<file path="src/shared/idl_pkg.sv">
// package for the increment/decrement/literal execution datapath
// assumes one clock domain, decoder presents one operation per instruction cycle
package idl_pkg;

  localparam int DATA_W  = 8;
  localparam int ADDR_W  = 7;
  localparam int OP_W    = 6;

  localparam logic [ADDR_W-1:0] ADDR_MAX   = 7'h7F;
  localparam logic [DATA_W-1:0] BYTE_ZERO  = 8'h00;
  localparam logic [DATA_W-1:0] BYTE_ONE   = 8'h01;
  localparam logic [DATA_W-1:0] ACC_RESET  = 8'h00;
  localparam logic              ZF_RESET   = 1'b0;
  localparam logic              DEST_ACC   = 1'b0;
  localparam logic              DEST_FILE  = 1'b1;

  // one-hot operation codes from the decoder
  typedef enum logic [OP_W-1:0] {
    IDL_OP_NONE                     = 6'h00,
    IDL_OP_DECREMENT_FILE           = 6'h01,
    IDL_OP_INCREMENT_FILE           = 6'h02,
    IDL_OP_DECREMENT_SKIP_ZERO      = 6'h04,
    IDL_OP_INCREMENT_SKIP_ZERO      = 6'h08,
    IDL_OP_OR_LITERAL_ACCUMULATOR   = 6'h10,
    IDL_OP_LOAD_LITERAL_ACCUMULATOR = 6'h20
  } idl_op_e;

  // pipeline state: normal execute or the inserted no_operation cycle
  typedef enum logic [1:0] {
    IDL_ST_EXEC    = 2'b01,
    IDL_ST_NOP     = 2'b10
  } idl_state_e;

  typedef struct packed {
    logic              valid;
    idl_op_e           op;
    logic [ADDR_W-1:0] file_addr;
    logic              dest_select;
    logic [DATA_W-1:0] literal;
  } idl_instr_s;

  typedef struct packed {
    logic              we;
    logic [ADDR_W-1:0] addr;
    logic [DATA_W-1:0] data;
  } idl_file_wr_s;

endpackage

</file>
<file path="src/hdl/idl_datapath.sv">
// execution datapath for increment/decrement, skip-on-zero and literal ops
// assumes the decoder presents one instruction per instruction_cycle and that
// the register file answers i_file_rdata combinationally for i_instr.file_addr
// and that a write-back lands in the file one edge after it is taken
//
// Overview of operation
// - decrement file, route by dest, update zero
// - increment file, route by dest, update zero
// - decrement-skip routes result, flags untouched
// - decrement-skip zero result inserts no_operation cycle
// - increment-skip routes sum, flags untouched
// - increment-skip zero result inserts no_operation cycle
// - OR literal into accumulator, update zero
// - load literal into accumulator, flags untouched
module idl_datapath (
  input  wire logic                     i_sys_clk,
  input  wire logic                     i_arst_n,
  input  wire idl_pkg::idl_instr_s      i_instr,
  input  wire logic [idl_pkg::DATA_W-1:0] i_file_rdata,
  output idl_pkg::idl_file_wr_s         o_file_wr,
  output logic [idl_pkg::DATA_W-1:0]    o_accumulator,
  output logic                          o_zero_flag,
  output logic                          o_discard_next,
  output logic                          o_nop_cycle
);
  import idl_pkg::*;

  ////////////////////////////////////////////////////////////////////////////
  // state, accumulator, flag and write-back register declarations

  idl_state_e        state_q;
  idl_state_e        state_d;
  logic [DATA_W-1:0] acc_q;
  logic [DATA_W-1:0] acc_d;
  logic              zf_q;
  logic              zf_d;
  idl_file_wr_s      wr_q;
  idl_file_wr_s      wr_d;

  ////////////////////////////////////////////////////////////////////////////
  // instruction decode

  // an instruction arriving during the no_operation cycle is the discarded one
  wire         in_nop    = (state_q == IDL_ST_NOP);
  wire         exec_ok   = i_instr.valid && !in_nop;
  wire         is_dec    = exec_ok && (i_instr.op == IDL_OP_DECREMENT_FILE);
  wire         is_inc    = exec_ok && (i_instr.op == IDL_OP_INCREMENT_FILE);
  wire         is_decsz  = exec_ok && (i_instr.op == IDL_OP_DECREMENT_SKIP_ZERO);
  wire         is_incsz  = exec_ok && (i_instr.op == IDL_OP_INCREMENT_SKIP_ZERO);
  wire         is_orl    = exec_ok && (i_instr.op == IDL_OP_OR_LITERAL_ACCUMULATOR);
  wire         is_movl   = exec_ok && (i_instr.op == IDL_OP_LOAD_LITERAL_ACCUMULATOR);
  wire         file_op   = is_dec || is_inc || is_decsz || is_incsz;
  wire         down_op   = is_dec || is_decsz;

  ////////////////////////////////////////////////////////////////////////////
  // arithmetic and routing

  // ripple chains drop the carry out of bit 7, so FF+1 gives 00 and 00-1
  // gives FF; a short chain was kept over an adder as the byte is narrow
  logic [DATA_W-1:0] carry;
  logic [DATA_W-1:0] borrow;
  logic [DATA_W-1:0] file_plus;
  logic [DATA_W-1:0] file_minus;
  logic [DATA_W-1:0] file_res;
  logic [DATA_W-1:0] or_res;
  logic [DATA_W-1:0] res_any;
  logic [DATA_W-1:0] or_any;

  assign carry[0]  = 1'b1;
  assign borrow[0] = 1'b1;

  // one slice per bit: increment, decrement, literal or and running zero test
  for (genvar b = 0; b < DATA_W; b++) begin : g_bit
    assign file_plus[b]  = i_file_rdata[b] ^ carry[b];
    assign file_minus[b] = i_file_rdata[b] ^ borrow[b];
    assign file_res[b]   = down_op ? file_minus[b] : file_plus[b];
    assign or_res[b]     = acc_q[b] | i_instr.literal[b];
    if (b == 0) begin : g_first
      assign res_any[b] = file_res[b];
      assign or_any[b]  = or_res[b];
    end else begin : g_next
      assign res_any[b] = res_any[b-1] | file_res[b];
      assign or_any[b]  = or_any[b-1] | or_res[b];
    end
    if (b < DATA_W-1) begin : g_chain
      assign carry[b+1]  = i_file_rdata[b] & carry[b];
      assign borrow[b+1] = ~i_file_rdata[b] & borrow[b];
    end
  end

  ////////////////////////////////////////////////////////////////////////////
  // zero detect and routing

  // the skip and the flag both read the finished byte, so they cannot disagree
  wire              res_zero  = ~res_any[DATA_W-1];
  wire              or_zero   = ~or_any[DATA_W-1];
  wire              to_acc    = file_op && (i_instr.dest_select == DEST_ACC);
  wire              to_file   = file_op && (i_instr.dest_select == DEST_FILE);
  wire              skip_op   = is_decsz || is_incsz;
  wire              skip_zero = skip_op && res_zero;
  wire              zf_update = is_dec || is_inc || is_orl;
  wire              zf_new    = is_orl ? or_zero : res_zero;

  ////////////////////////////////////////////////////////////////////////////
  // accumulator

  // op is one-hot, so at most one branch below can be live in a cycle

  always_comb begin
    acc_d = acc_q;
    if (to_acc) begin
      acc_d = file_res;
    end else if (is_orl) begin
      acc_d = or_res;
    end else if (is_movl) begin
      acc_d = i_instr.literal;
    end
  end

  ////////////////////////////////////////////////////////////////////////////
  // zero flag

  // the flag holds unless an op that affects it was taken
  always_comb begin
    zf_d = zf_q;
    if (zf_update) begin
      zf_d = zf_new;
    end
  end

  ////////////////////////////////////////////////////////////////////////////
  // write-back

  // the bus rests at zero between writes so a stray address never shows
  always_comb begin
    wr_d = '0;
    if (to_file) begin
      wr_d.we   = 1'b1;
      wr_d.addr = i_instr.file_addr;
      wr_d.data = file_res;
    end
  end

  ////////////////////////////////////////////////////////////////////////////
  // skip sequencing

  // the instruction behind a taken skip still arrives from fetch; this
  // block turns it into the no_operation cycle instead of stalling fetch,
  // so a skip costs exactly one extra instruction_cycle
  always_comb begin
    state_d = state_q;
    case (state_q)
      IDL_ST_EXEC: begin
        if (skip_zero) begin
          state_d = IDL_ST_NOP;
        end
      end
      IDL_ST_NOP: begin
        state_d = IDL_ST_EXEC;
      end
      default: begin
        state_d = IDL_ST_EXEC;
      end
    endcase
  end

  ////////////////////////////////////////////////////////////////////////////
  // registers

  // one short process per register keeps each reset value beside its use
  always_ff @(posedge i_sys_clk or negedge i_arst_n) begin
    if (!i_arst_n) begin
      state_q <= IDL_ST_EXEC;
    end else begin
      state_q <= state_d;
    end
  end

  always_ff @(posedge i_sys_clk or negedge i_arst_n) begin
    if (!i_arst_n) begin
      acc_q <= ACC_RESET;
    end else begin
      acc_q <= acc_d;
    end
  end

  always_ff @(posedge i_sys_clk or negedge i_arst_n) begin
    if (!i_arst_n) begin
      zf_q <= ZF_RESET;
    end else begin
      zf_q <= zf_d;
    end
  end

  always_ff @(posedge i_sys_clk or negedge i_arst_n) begin
    if (!i_arst_n) begin
      wr_q <= '0;
    end else begin
      wr_q <= wr_d;
    end
  end

  ////////////////////////////////////////////////////////////////////////////
  // outputs

  assign o_file_wr      = wr_q;
  assign o_accumulator  = acc_q;
  assign o_zero_flag    = zf_q;
  // both strobes follow the state register and so rise and fall together;
  // fetch uses the first to squash, status logic the second
  assign o_discard_next = in_nop;
  assign o_nop_cycle    = in_nop;

endmodule

</file>
<file path="config.mk">
export PLATFORM = sky130hd
export DESIGN_NAME = idl_datapath
export DESIGN_NICKNAME = d
export VERILOG_FILES = /design/src/shared/idl_pkg.sv /design/src/hdl/idl_datapath.sv
export SDC_FILE = /design/constraint.sdc
export NUM_CORES = 1
export LEC_CHECK = 0
export BUFFER_PORTS_ARGS = -buffer_cell sky130_fd_sc_hd__buf_2
export CAP_MARGIN = 10
export CORE_MARGIN = 2
export CORE_UTILIZATION = 43
export DETAILED_ROUTE_END_ITERATION = 10
export GPL_TIMING_DRIVEN = 0
export PLACE_DENSITY_LB_ADDON = 0.08
export SYNTH_ARGS = -nofsm -noshare
export SYNTH_HDL_FRONTEND = slang
export SYNTH_SLANG_ARGS = --single-unit
</file>
<file path="constraint.sdc">
create_clock -name i_sys_clk -period 1.88 [get_ports i_sys_clk]
set_clock_uncertainty 0.15 [all_clocks]
set_input_delay 0.094 -clock i_sys_clk [delete_from_list [all_inputs] [get_ports i_sys_clk]]
set_output_delay 0.094 -clock i_sys_clk [all_outputs]
set_load 0.01 [all_outputs]
</file>
==> impl_metrics.csv, run 1 <==
group,metric,value,unit
global_route,grt_max_degree,28,
critical_path,end_kind,"flip-flop",
synth,synthCells,147,
die,die_w,62.0,um
placed_design,globalplace.congestion,0.833,
critical_path,r2r_setup_slack,-0.02,ns
synth,yosys_warnings,0,
pwr,ir_drop,0.225,mV
sta,layout_setup_ws,-0.0233,ns
run_status,violations,"negative setup slack",
pwr,pwr-share-seq,0.538,
pwr,pwr_density_cell,597,nW/um^2
pwr,power_frac_clock,0.191,
hold_path,hold_class,"input pin to flip-flop",
synth,synthTopCellsByArea,"dfrtp_1 45%, nor2_1 4.4%, a22oi_1 4.2%",
die,die_h,62.0,um
layout,area_delta_synth_final,45.9,%
placed_design,dp_hpwl,2640,um
drt,drtPass1Iterations,4,
layout,layout_common_cells,"54 x buf_2, 26 x dfrtp_1, 23 x dlygate4sd3_1, 16 x nor2_1",
die,core,3280,sq um
synth,yosysSeqAreaShare,0.468,
synth,synth_compound_area_frac,0.123,
drt,drtIter0Drc,60,
synth,synth_flop_cell,"dfrtp_1",
drt,drc_errors,0,
critical_path,path_max_fanout,8,
sta,drv_slew,0,
sta,finalCritPeriodShare,1.01,
synth,ys_ff_latch,27,
die,dieArea,3840,sq um
drt,wl,3590,um
clocking,clock_latency,0.31,ns
synth,synthAdderAreaFrac,0,
sta,setup-violations-final,2,
clocking,htreeDepth,1,
global_route,antenna_found_initial,0,
layout,final_common_cell,"buf_2",
synth,yosys-mux-area-fraction,0,
synth,yosys.area_share.simple,0.300,
synth,synth_top_area_share,0.450,
clocking,path_clk_slew,0.13,ns
global_route,track_usage,0.193,
synth,async_flop_share,1.00,
die,initial_core_util,0.440,
pwr,p_sw,0.375,mW
layout,antennaDiodeCount,0,
pwr,p_int,0.884,mW
synth,synthXorXnorAreaFrac,0.0667,
layout,finalNetCount,262,
global_route,grt_pass1_vias,1255,
sta,slew_headroom,0.628,
synth,synth_top_family_by_area,"simple AND/OR/NAND/NOR gates",
placed_design,port_buffers,53,
global_route,grt_pass1_wl,5510,um
die,ios,60,
die,rows,21,
flow_run,cap_violations,0,
drt,final_antenna_net_count,0,
synth,syn_area,1450,sq um
synth,synth_cell_types,37,
synth,synth_top_area_cell,"dfrtp_1",
drt,wl_per_cell,13.1,um
pwr,leakage,1.04,nW
clocking,cts_buffers,3,
critical_path,crit_path_start_kind,"flip-flop",
critical_path,required,1.97,ns
sta,min_period,1.90,ns
run_status,outcome,"finished with violations",
clocking,cts_tree,"built",
global_route,grt.overflow.total,0,
sta,tns,-0.0312,ns
clocking,cts-root-buf,"clkbuf_4",
sta,max_freq,525,MHz
synth,synth.avg_cell_area,9.83,sq um
pwr,switching_share,0.298,
synth,syn_nets,180,
clocking,clk_path_buf_depth,2,
drt,num_vias,1387,
synth,synth-edff-count,0,
pwr,comb_power_share,0.271,
layout,drive_above_1_share,0.386,
sta,hold_violations,0,
sta,worst_slew_pin_slew,0.557,ns
critical_path,critical_path_arrival,1.99,ns
critical_path,path_class,"flip-flop to flip-flop",
pwr,p_total,1.26,mW
sta,rsz0062_at_grt,"true",
clocking,clock_sinks,27,
drt,via_per_inst,5.06,
==> cell usage after synthesis, types with 3 or more instances <==
cell,n
buf_4,5
xor2_1,5
xnor2_1,6
a21oi_1,5
o21ai_1,3
nand2b_1,3
or3_1,3
nor3_2,3
a22oi_1,8
and3_1,9
inv_1,3
a31oi_1,4
nand2_1,10
nor4_1,5
o21ai_0,4
dfrtp_1,26
nor2_1,17
==> final timing paths <==
path | start | to | cells past startpoint
max in group asynchronous | i_arst_n | state_q[0] | 2
max reg2reg | state_q[0] | o_accumulator[0] | 5
min reg2reg | o_accumulator[1] | o_accumulator[1] | 2
max | state_q[0] | o_accumulator[0] | 5
min in group asynchronous | i_arst_n | o_file_wr[10] | 2
min | i_file_rdata[3] | o_file_wr[3] | 4
==> flip-flops by register name, summed over array words and instances (netlist names) <==
| name | cells |
|---|---|
| o_zero_flag | 1 |
| state_q | 2 |
| o_file_wr | 16 |
| o_accumulator | 8 |
==> logic make-up (layout without fill, tap and decap cells) <==
group / after synthesis / count (layout)
AO/OA/AOI/OAI: 28 / 28
buffers and inverters: 11 / 92
AND/OR/NAND/NOR: 70 / 70
flip-flops: 27 / 27
XOR/XNOR: 11 / 11
==> layer usage <==
metal	share of wire	vias to the layer above	GRT usage
met5	0	-	0
li1	-	696	-
met2	0.52	44	0.330
met3	0.042	0	0.0269
met1	0.44	647	0.247
met4	0	0	0.0669
==> what timing repair did <==
action,CTS,global route
hold endpoints to repair,49,0
setup endpoints to repair,26,17
resized for setup,11,5
gates cloned,0,0
pin swaps,1,3
hold buffers,23,0
buffers inserted,1,1
==> metrics by stage <==
stage               setup WS [ns]  cells  cell area, sq um  hold slack, ns   util
global route               -0.154    274              2110          0.0632  0.642
floorplan                 0.00481    147              1450          -0.352      -
detailed placement         -0.296    246              1780         -0.0284  0.541
finish                    -0.0233    274              2110          0.0426  0.642
global placement           -0.258    246              1780         -0.0329  0.541
CTS                       -0.0258    273              2070          0.0326  0.632
==> area by class of cell <==
class                           count  area (sq um)
Fill cell                         287          1180
Inverter                            3          11.3
Sequential cell                    27           677
Clock buffer                        4          26.3
Buffer                              7          46.3
Timing Repair Buffer               78           510
Tap cell                           46          57.6
Multi-Input combinational cell    109           779
==> power groups by stage <==
stage | registers, mW | logic (mW) | clock network [mW]
floorplan | 0.711 | 0.132 | 0
finish | 0.677 | 0.341 | 0.240
global placement | 0.686 | 0.286 | 0
CTS | 0.677 | 0.337 | 0.241
detailed placement | 0.688 | 0.292 | 0
global route | 0.684 | 0.381 | 0.273
==> critical path, cell delays in order (launching register included) <==
cell and delay, ns:
dfstp_2 0.56, nand2b_4 0.15, nand2_4 0.06, or3_4 0.35, or3_4 0.39, o211ai_1 0.17
Power figures use the tool's default switching activity.
==> inputs of run 2 (changes only) <==
--- a/config.mk
+++ b/config.mk
@@ -6,12 +6,13 @@
 export NUM_CORES = 1
 export LEC_CHECK = 0
 export BUFFER_PORTS_ARGS = -buffer_cell sky130_fd_sc_hd__buf_2
-export CAP_MARGIN = 10
+export CAP_MARGIN = 20
 export CORE_MARGIN = 2
-export CORE_UTILIZATION = 43
+export CORE_UTILIZATION = 51
 export DETAILED_ROUTE_END_ITERATION = 10
 export GPL_TIMING_DRIVEN = 0
 export PLACE_DENSITY_LB_ADDON = 0.08
+export SETUP_SLACK_MARGIN = 0.5
 export SYNTH_ARGS = -nofsm -noshare
 export SYNTH_HDL_FRONTEND = slang
 export SYNTH_SLANG_ARGS = --single-unit
==> constraint.sdc (replaced) <==
create_clock -name i_sys_clk -period 2.4 [get_ports i_sys_clk]
set_clock_uncertainty 0.15 [all_clocks]
set_input_delay 0.12 -clock i_sys_clk [delete_from_list [all_inputs] [get_ports i_sys_clk]]
set_output_delay 0.12 -clock i_sys_clk [all_outputs]
set_load 0.01 [all_outputs]
==> run 2 against run 1 <==
Compared with the run above:
- the flow now finishes without violations
- count of clock-buffer cells in the layout down 1
- die area down 15%
- first-iteration DRC count down 40%
- cell count down 4.0%
- sequential cell count unchanged
==> impl_metrics.csv, run 2 (same netlist as run 1, synthesis figures left out) <==
group,metric,value,unit
pwr,ir_drop,0.404,mV
layout,layout_common_cells,"54 x buf_2, 26 x dfrtp_1, 22 x dlygate4sd3_1, 16 x nor2_1, 11 x buf_4",
critical_path,worstRegToRegCells,6,
global_route,use_met1,0.280,
sta,tns,0,ns
pwr,p_total,1.00,mW
die,rows,19,
clocking,clk_path_buf_depth,2,
drt,drc_errors,0,
critical_path,rr_endpoint,"o_accumulator[5]",
drt,wl_per_cell,14.3,um
clocking,cts-root-buf,"clkbuf_4",
clocking,clock_sinks,27,
hold_path,holdPathEnd,"o_accumulator[7]",
layout,finalNetCount,266,
global_route,antenna_found_initial,0,
clocking,path_clk_slew,0.15,ns
critical_path,reg2reg_from,"state_q[0]",
sta,drv_slew,0,
die,ios,60,
clocking,cts_tree,"built",
placed_design,port_buffers,53,
clocking,htreeDepth,1,
sta,slew_headroom,0.619,
clocking,cts_buffers,3,
flow_run,cap_violations,0,
clocking,clock_latency,0.33,ns
sta,rsz0062_at_grt,"true",
critical_path,path_class,"flip-flop to flip-flop",
hold_path,hold_depth,3,
critical_path,crit_path_start_kind,"flip-flop",
die,die_h,57.2,um
die,core,2730,sq um
layout,antennaDiodeCount,0,
hold_path,hold_class,"input pin to flip-flop",
critical_path,critPathMaxStageDelay,0.56,ns
die,initial_core_util,0.529,
global_route,grt.overflow.total,0,
pwr,leakage,1.05,nW
drt,via_per_inst,5.63,
sta,max_freq,504,MHz
critical_path,cp_cell_sequence,"nand2b_4 -> nand3_2 -> nor4_1 -> a21oi_1 -> xor2_1 -> o21ai_0",
sta,setup-violations-final,0,
drt,drtPass1Iterations,4,
pwr,pwr_density_cell,473,nW/um^2
critical_path,path_max_fanout,4,
global_route,top_usage_layer,"met2",
critical_path,path_buf_inv,0,
hold_path,min_from,"i_file_rdata[7]",
critical_path,crit_family,"simple AND/OR/NAND/NOR gates",
critical_path,required,2.47,ns
sta,worst_slew_pin_slew,0.571,ns
drt,wl,3770,um
sta,hold_violations,0,
global_route,grt_max_degree,28,
layout,area_delta_synth_final,46.6,%
critical_path,end_kind,"flip-flop",
drt,drtIter0Drc,36,
run_status,outcome,"finished clean",
die,die_w,57.2,um
layout,drive_above_1_share,0.409,
sta,finalCritPeriodShare,0.826,
critical_path,cp.depth,6,
global_route,grt_use_met2,0.430,
global_route,grt_pass1_wl,5950,um
drt,final_antenna_net_count,0,
sta,min_period,1.98,ns
placed_design,dp_hpwl,2560,um
layout,largest_register_ffs,16,
global_route,track_usage,0.232,
critical_path,r2r_setup_slack,0.42,ns
die,dieArea,3280,sq um
layout,final_common_cell,"buf_2",
critical_path,critical_path_arrival,2.05,ns
global_route,grtUsageMet3,0.0249,
layout,n_fill_cell,201,
drt,num_vias,1481,
global_route,grt_pass1_vias,1383,
placed_design,globalplace.congestion,0.833,
critical_path,cpMaxStageDelayCell,"dfstp_2",
-- run 2: metrics by stage --
| stage | utilization | setup WS [ns] | instance area (sq um) | cells | hold slack (ns) |
|---|---|---|---|---|---|
| after global routing | 0.775 | 0.372 | 2120 | 263 | 0.0541 |
| final | 0.775 | 0.418 | 2120 | 263 | 0.0271 |
| after global placement | 0.643 | 0.307 | 1760 | 231 | -0.00891 |
| after detailed placement | 0.643 | 0.241 | 1760 | 231 | -0.00257 |
| after floorplan | - | 0.525 | 1450 | 147 | -0.326 |
| after CTS | 0.754 | 0.440 | 2060 | 260 | 0.0349 |
-- run 2: repair_timing --
action / in CTS / in global routing
setup buffers: 3 / 3
setup endpoints to repair: 26 / 19
hold buffers: 22 / 0
endpoints found under the hold margin: 48 / 0
pin swaps: 0 / 7
resized for setup: 9 / 10
-- run 2: cell type report --
type,instances,area (sq um),area share
clock inverter,1,7.51,0.00354
timing repair buffer,81,531,0.250
sequential,27,677,0.320
inverter,3,11.3,0.00532
clock buffer,3,22.5,0.0106
buffer,8,61.3,0.0289
tap,31,38.8,0.0183
multi-input combinational,109,769,0.363
-- run 2: report_power, final --
| group | internal, mW | switching [mW] | total, mW |
|---|---|---|---|
| combinational | 0.131 | 0.139 | 0.270 |
| sequential | 0.498 | 0.0318 | 0.530 |
| clock | 0.0637 | 0.139 | 0.203 |
-- run 2: worst min-delay path, cell delays in order --
cell and delay, ns:
buf_2 0.13, xor2_1 0.10, o21ai_1 0.13
-- run 2: worst max path at each step --
stage / start / to / slack [ns]
floorplan: state_q[0] / o_accumulator[0] / 0.52
global placement: state_q[0] / o_file_wr[6] / 0.31
detailed placement: state_q[0] / o_file_wr[5] / 0.24
CTS: state_q[0] / o_accumulator[1] / 0.44
global route: state_q[0] / o_file_wr[7] / 0.37
finish: state_q[0] / o_accumulator[5] / 0.42
-- run 2: layer usage --
metal	share of wire	vias to the layer above
met3	0.043	10
met4	0.022	0
met2	0.52	51
met5	0	-
li1	-	705
met1	0.41	715
==> inputs of run 3 (changes only) <==
--- a/config.mk
+++ b/config.mk
@@ -8,7 +8,7 @@
 export BUFFER_PORTS_ARGS = -buffer_cell sky130_fd_sc_hd__buf_2
 export CAP_MARGIN = 20
 export CORE_MARGIN = 2
-export CORE_UTILIZATION = 51
+export CORE_UTILIZATION = 43
 export DETAILED_ROUTE_END_ITERATION = 10
 export GPL_TIMING_DRIVEN = 0
 export PLACE_DENSITY_LB_ADDON = 0.08
==> constraint.sdc (replaced) <==
create_clock -name i_sys_clk -period 1.8 [get_ports i_sys_clk]
set_clock_uncertainty 0.15 [all_clocks]
set_input_delay 0.09 -clock i_sys_clk [delete_from_list [all_inputs] [get_ports i_sys_clk]]
set_output_delay 0.09 -clock i_sys_clk [all_outputs]
set_load 0.01 [all_outputs]
==> run 3 against run 2 <==
Compared with the run above:
- the run now ends with negative hold slack, negative setup slack left
- final area grew 5.6%
- global-route usage decreased by 3.1 points
- maximum frequency grew 0.65%
- via count fell by 2.7%
- worst setup slack worse by 0.59 ns
- count of clock-buffer cells in the layout is the same
- routed wire length is 3.0% higher
- critical endpoint is now o_accumulator[0]
- highest routed layer unchanged
==> impl_metrics.csv, run 3 (same netlist as run 1, synthesis figures left out) <==
group,metric,value,unit
run_status,outcome,"finished with violations",
run_status,violations,"negative hold slack, negative setup slack",
layout,seqCellArea,677,sq um
sta,finalCritPeriodShare,1.09,
layout,area_delta_synth_final,54.7,%
layout,final_common_cell,"buf_2",
global_route,grt_use_met2,0.362,
pwr,p_total,1.34,mW
die,rows,21,
drt,wl,3880,um
critical_path,cpMaxStageDelayCell,"dfstp_2",
global_route,grt.overflow.total,0,
placed_design,dp_hpwl,2690,um
sta,max_freq,508,MHz
layout,drive_above_1_share,0.457,
critical_path,critPathMaxStageDelay,0.56,ns
clocking,cts_tree,"built",
critical_path,cp_cell_sequence,"nand2b_4 -> nand2_4 -> or3_4 -> or3_4 -> buf_8 -> o211ai_1",
global_route,use_met1,0.248,
clocking,path_clk_slew,0.14,ns
global_route,track_usage,0.200,
critical_path,path_class,"flip-flop to flip-flop",
placed_design,globalplace.congestion,0.750,
drt,drtPass1Iterations,4,
die,initial_core_util,0.440,
hold_path,hold_class,"input pin to flip-flop",
critical_path,end_kind,"flip-flop",
layout,n_fill_cell,275,
critical_path,path_max_fanout,8,
sta,drv_slew,0,
global_route,grt_max_degree,28,
clocking,cts-root-buf,"clkbuf_4",
pwr,leakage,1.09,nW
die,core,3280,sq um
layout,layout_common_cells,"53 x buf_2, 26 x dfrtp_1, 22 x dlygate4sd3_1, 10 x buf_4, 10 x nor2_1",
drt,drtIter0Drc,65,
drt,wl_per_cell,13.9,um
pwr,p_int,0.926,mW
sta,setup-violations-final,21,
layout,finalNetCount,268,
die,ios,60,
sta,slew_headroom,0.619,
pwr,p_sw,0.410,mW
pwr,pwr-share-seq,0.531,
global_route,antenna_found_initial,0,
pwr,comb_power_share,0.279,
die,dieArea,3840,sq um
die,die_h,62.0,um
drt,num_vias,1441,
sta,hold_slack,-0.0273,ns
layout,largest_register_ffs,16,
sta,worst_slew_pin_slew,0.572,ns
layout,antennaDiodeCount,0,
layout,multi_input_area,858,sq um
pwr,power_frac_clock,0.190,
placed_design,port_buffers,53,
pwr,switching_share,0.307,
global_route,top_usage_layer,"met2",
flow_run,cap_violations,0,
pwr,pwr_density_cell,598,nW/um^2
critical_path,path_common_cell,"or3_4",
clocking,cts_buffers,3,
clocking,clock_latency,0.32,ns
clocking,htreeDepth,1,
placed_design,dp_slack,-0.334,ns
critical_path,required,1.90,ns
sta,hold_violations,1,
clocking,clk_path_buf_depth,2,
critical_path,r2r_setup_slack,-0.17,ns
pwr,ir_drop,0.260,mV
drt,drc_errors,0,
global_route,grtUsageMet3,0.0269,
sta,rsz0062_at_grt,"true",
clocking,clock_sinks,27,
drt,via_per_inst,5.15,
critical_path,crit_path_start_kind,"flip-flop",
critical_path,critical_path_arrival,2.07,ns
die,die_w,62.0,um
sta,layout_setup_ws,-0.170,ns
drt,final_antenna_net_count,0,
sta,min_period,1.97,ns
global_route,grt_pass1_vias,1306,
global_route,grt_pass1_wl,5660,um
==> run 3: cell types whose count changed in the layout (fill, tap and decap cells not counted), sizes merged <==
cell	change
nor2	+1
nand2	+1
==> run 3: final timing paths <==
check                                  from                to  cells after the start
min in group asynchronous          i_arst_n  o_accumulator[0]                      2
min reg2reg                o_accumulator[1]  o_accumulator[1]                      2
min                             i_instr[16]        state_q[1]                      3
max                              state_q[0]  o_accumulator[0]                      6
max reg2reg                      state_q[0]  o_accumulator[0]                      6
max in group asynchronous          i_arst_n      o_file_wr[6]                      2
==> run 3: repair_timing <==
action,CTS,global route
endpoints found under the setup margin,29,29
gates cloned,2,0
buffers inserted,3,3
hold buffers,21,1
pin swaps,9,12
endpoints found under the hold margin,50,3
resized for setup,12,22
==> run 3: worst max-delay path, delay by kind of cell (launching register included) <==
| family | cells | cell delay, ns |
|---|---|---|
| flip-flops | 1 | 0.56 |
| AO/OA/AOI/OAI | 1 | 0.16 |
| AND/OR/NAND/NOR | 4 | 0.88 |
| buffers and inverters | 1 | 0.14 |
==> run 3: through the flow <==
| step | area (sq um) | utilization | TNS (ns) | std cells |
|---|---|---|---|---|
| after floorplan | 1470 | - | -0.267 | 147 |
| after global placement | 1790 | 0.546 | -3.60 | 246 |
| after detailed placement | 1790 | 0.546 | -4.56 | 246 |
| after CTS | 2110 | 0.644 | -2.05 | 276 |
| after global routing | 2240 | 0.681 | -3.60 | 280 |
| final | 2240 | 0.681 | -1.86 | 280 |
==> run 3: layout make-up <==
type | count | area share
Multi-Input combinational cell | 111 | 0.384
Sequential cell | 27 | 0.303
Timing Repair Buffer | 81 | 0.242
Tap cell | 46 | 0.0257
Inverter | 3 | 0.00504
Clock buffer | 3 | 0.0101
Buffer | 8 | 0.0274
Clock inverter | 1 | 0.00336
==> run 3: per-layer routing <==
| layer | vias up | wire, um |
|---|---|---|
| li1 | 709 | - |
| met1 | 684 | 1660 |
| met2 | 46 | 2010 |
| met3 | 2 | 177 |
| met4 | 0 | 28 |
| met5 | - | 0 |
==> run 3: power by group through the flow <==
stage / combinational (mW) / sequential, mW / clock, mW
final: 0.373 / 0.710 / 0.254
after global routing: 0.412 / 0.715 / 0.304
after CTS: 0.357 / 0.708 / 0.263
after detailed placement: 0.307 / 0.720 / 0
after global placement: 0.301 / 0.717 / 0
after floorplan: 0.139 / 0.743 / 0
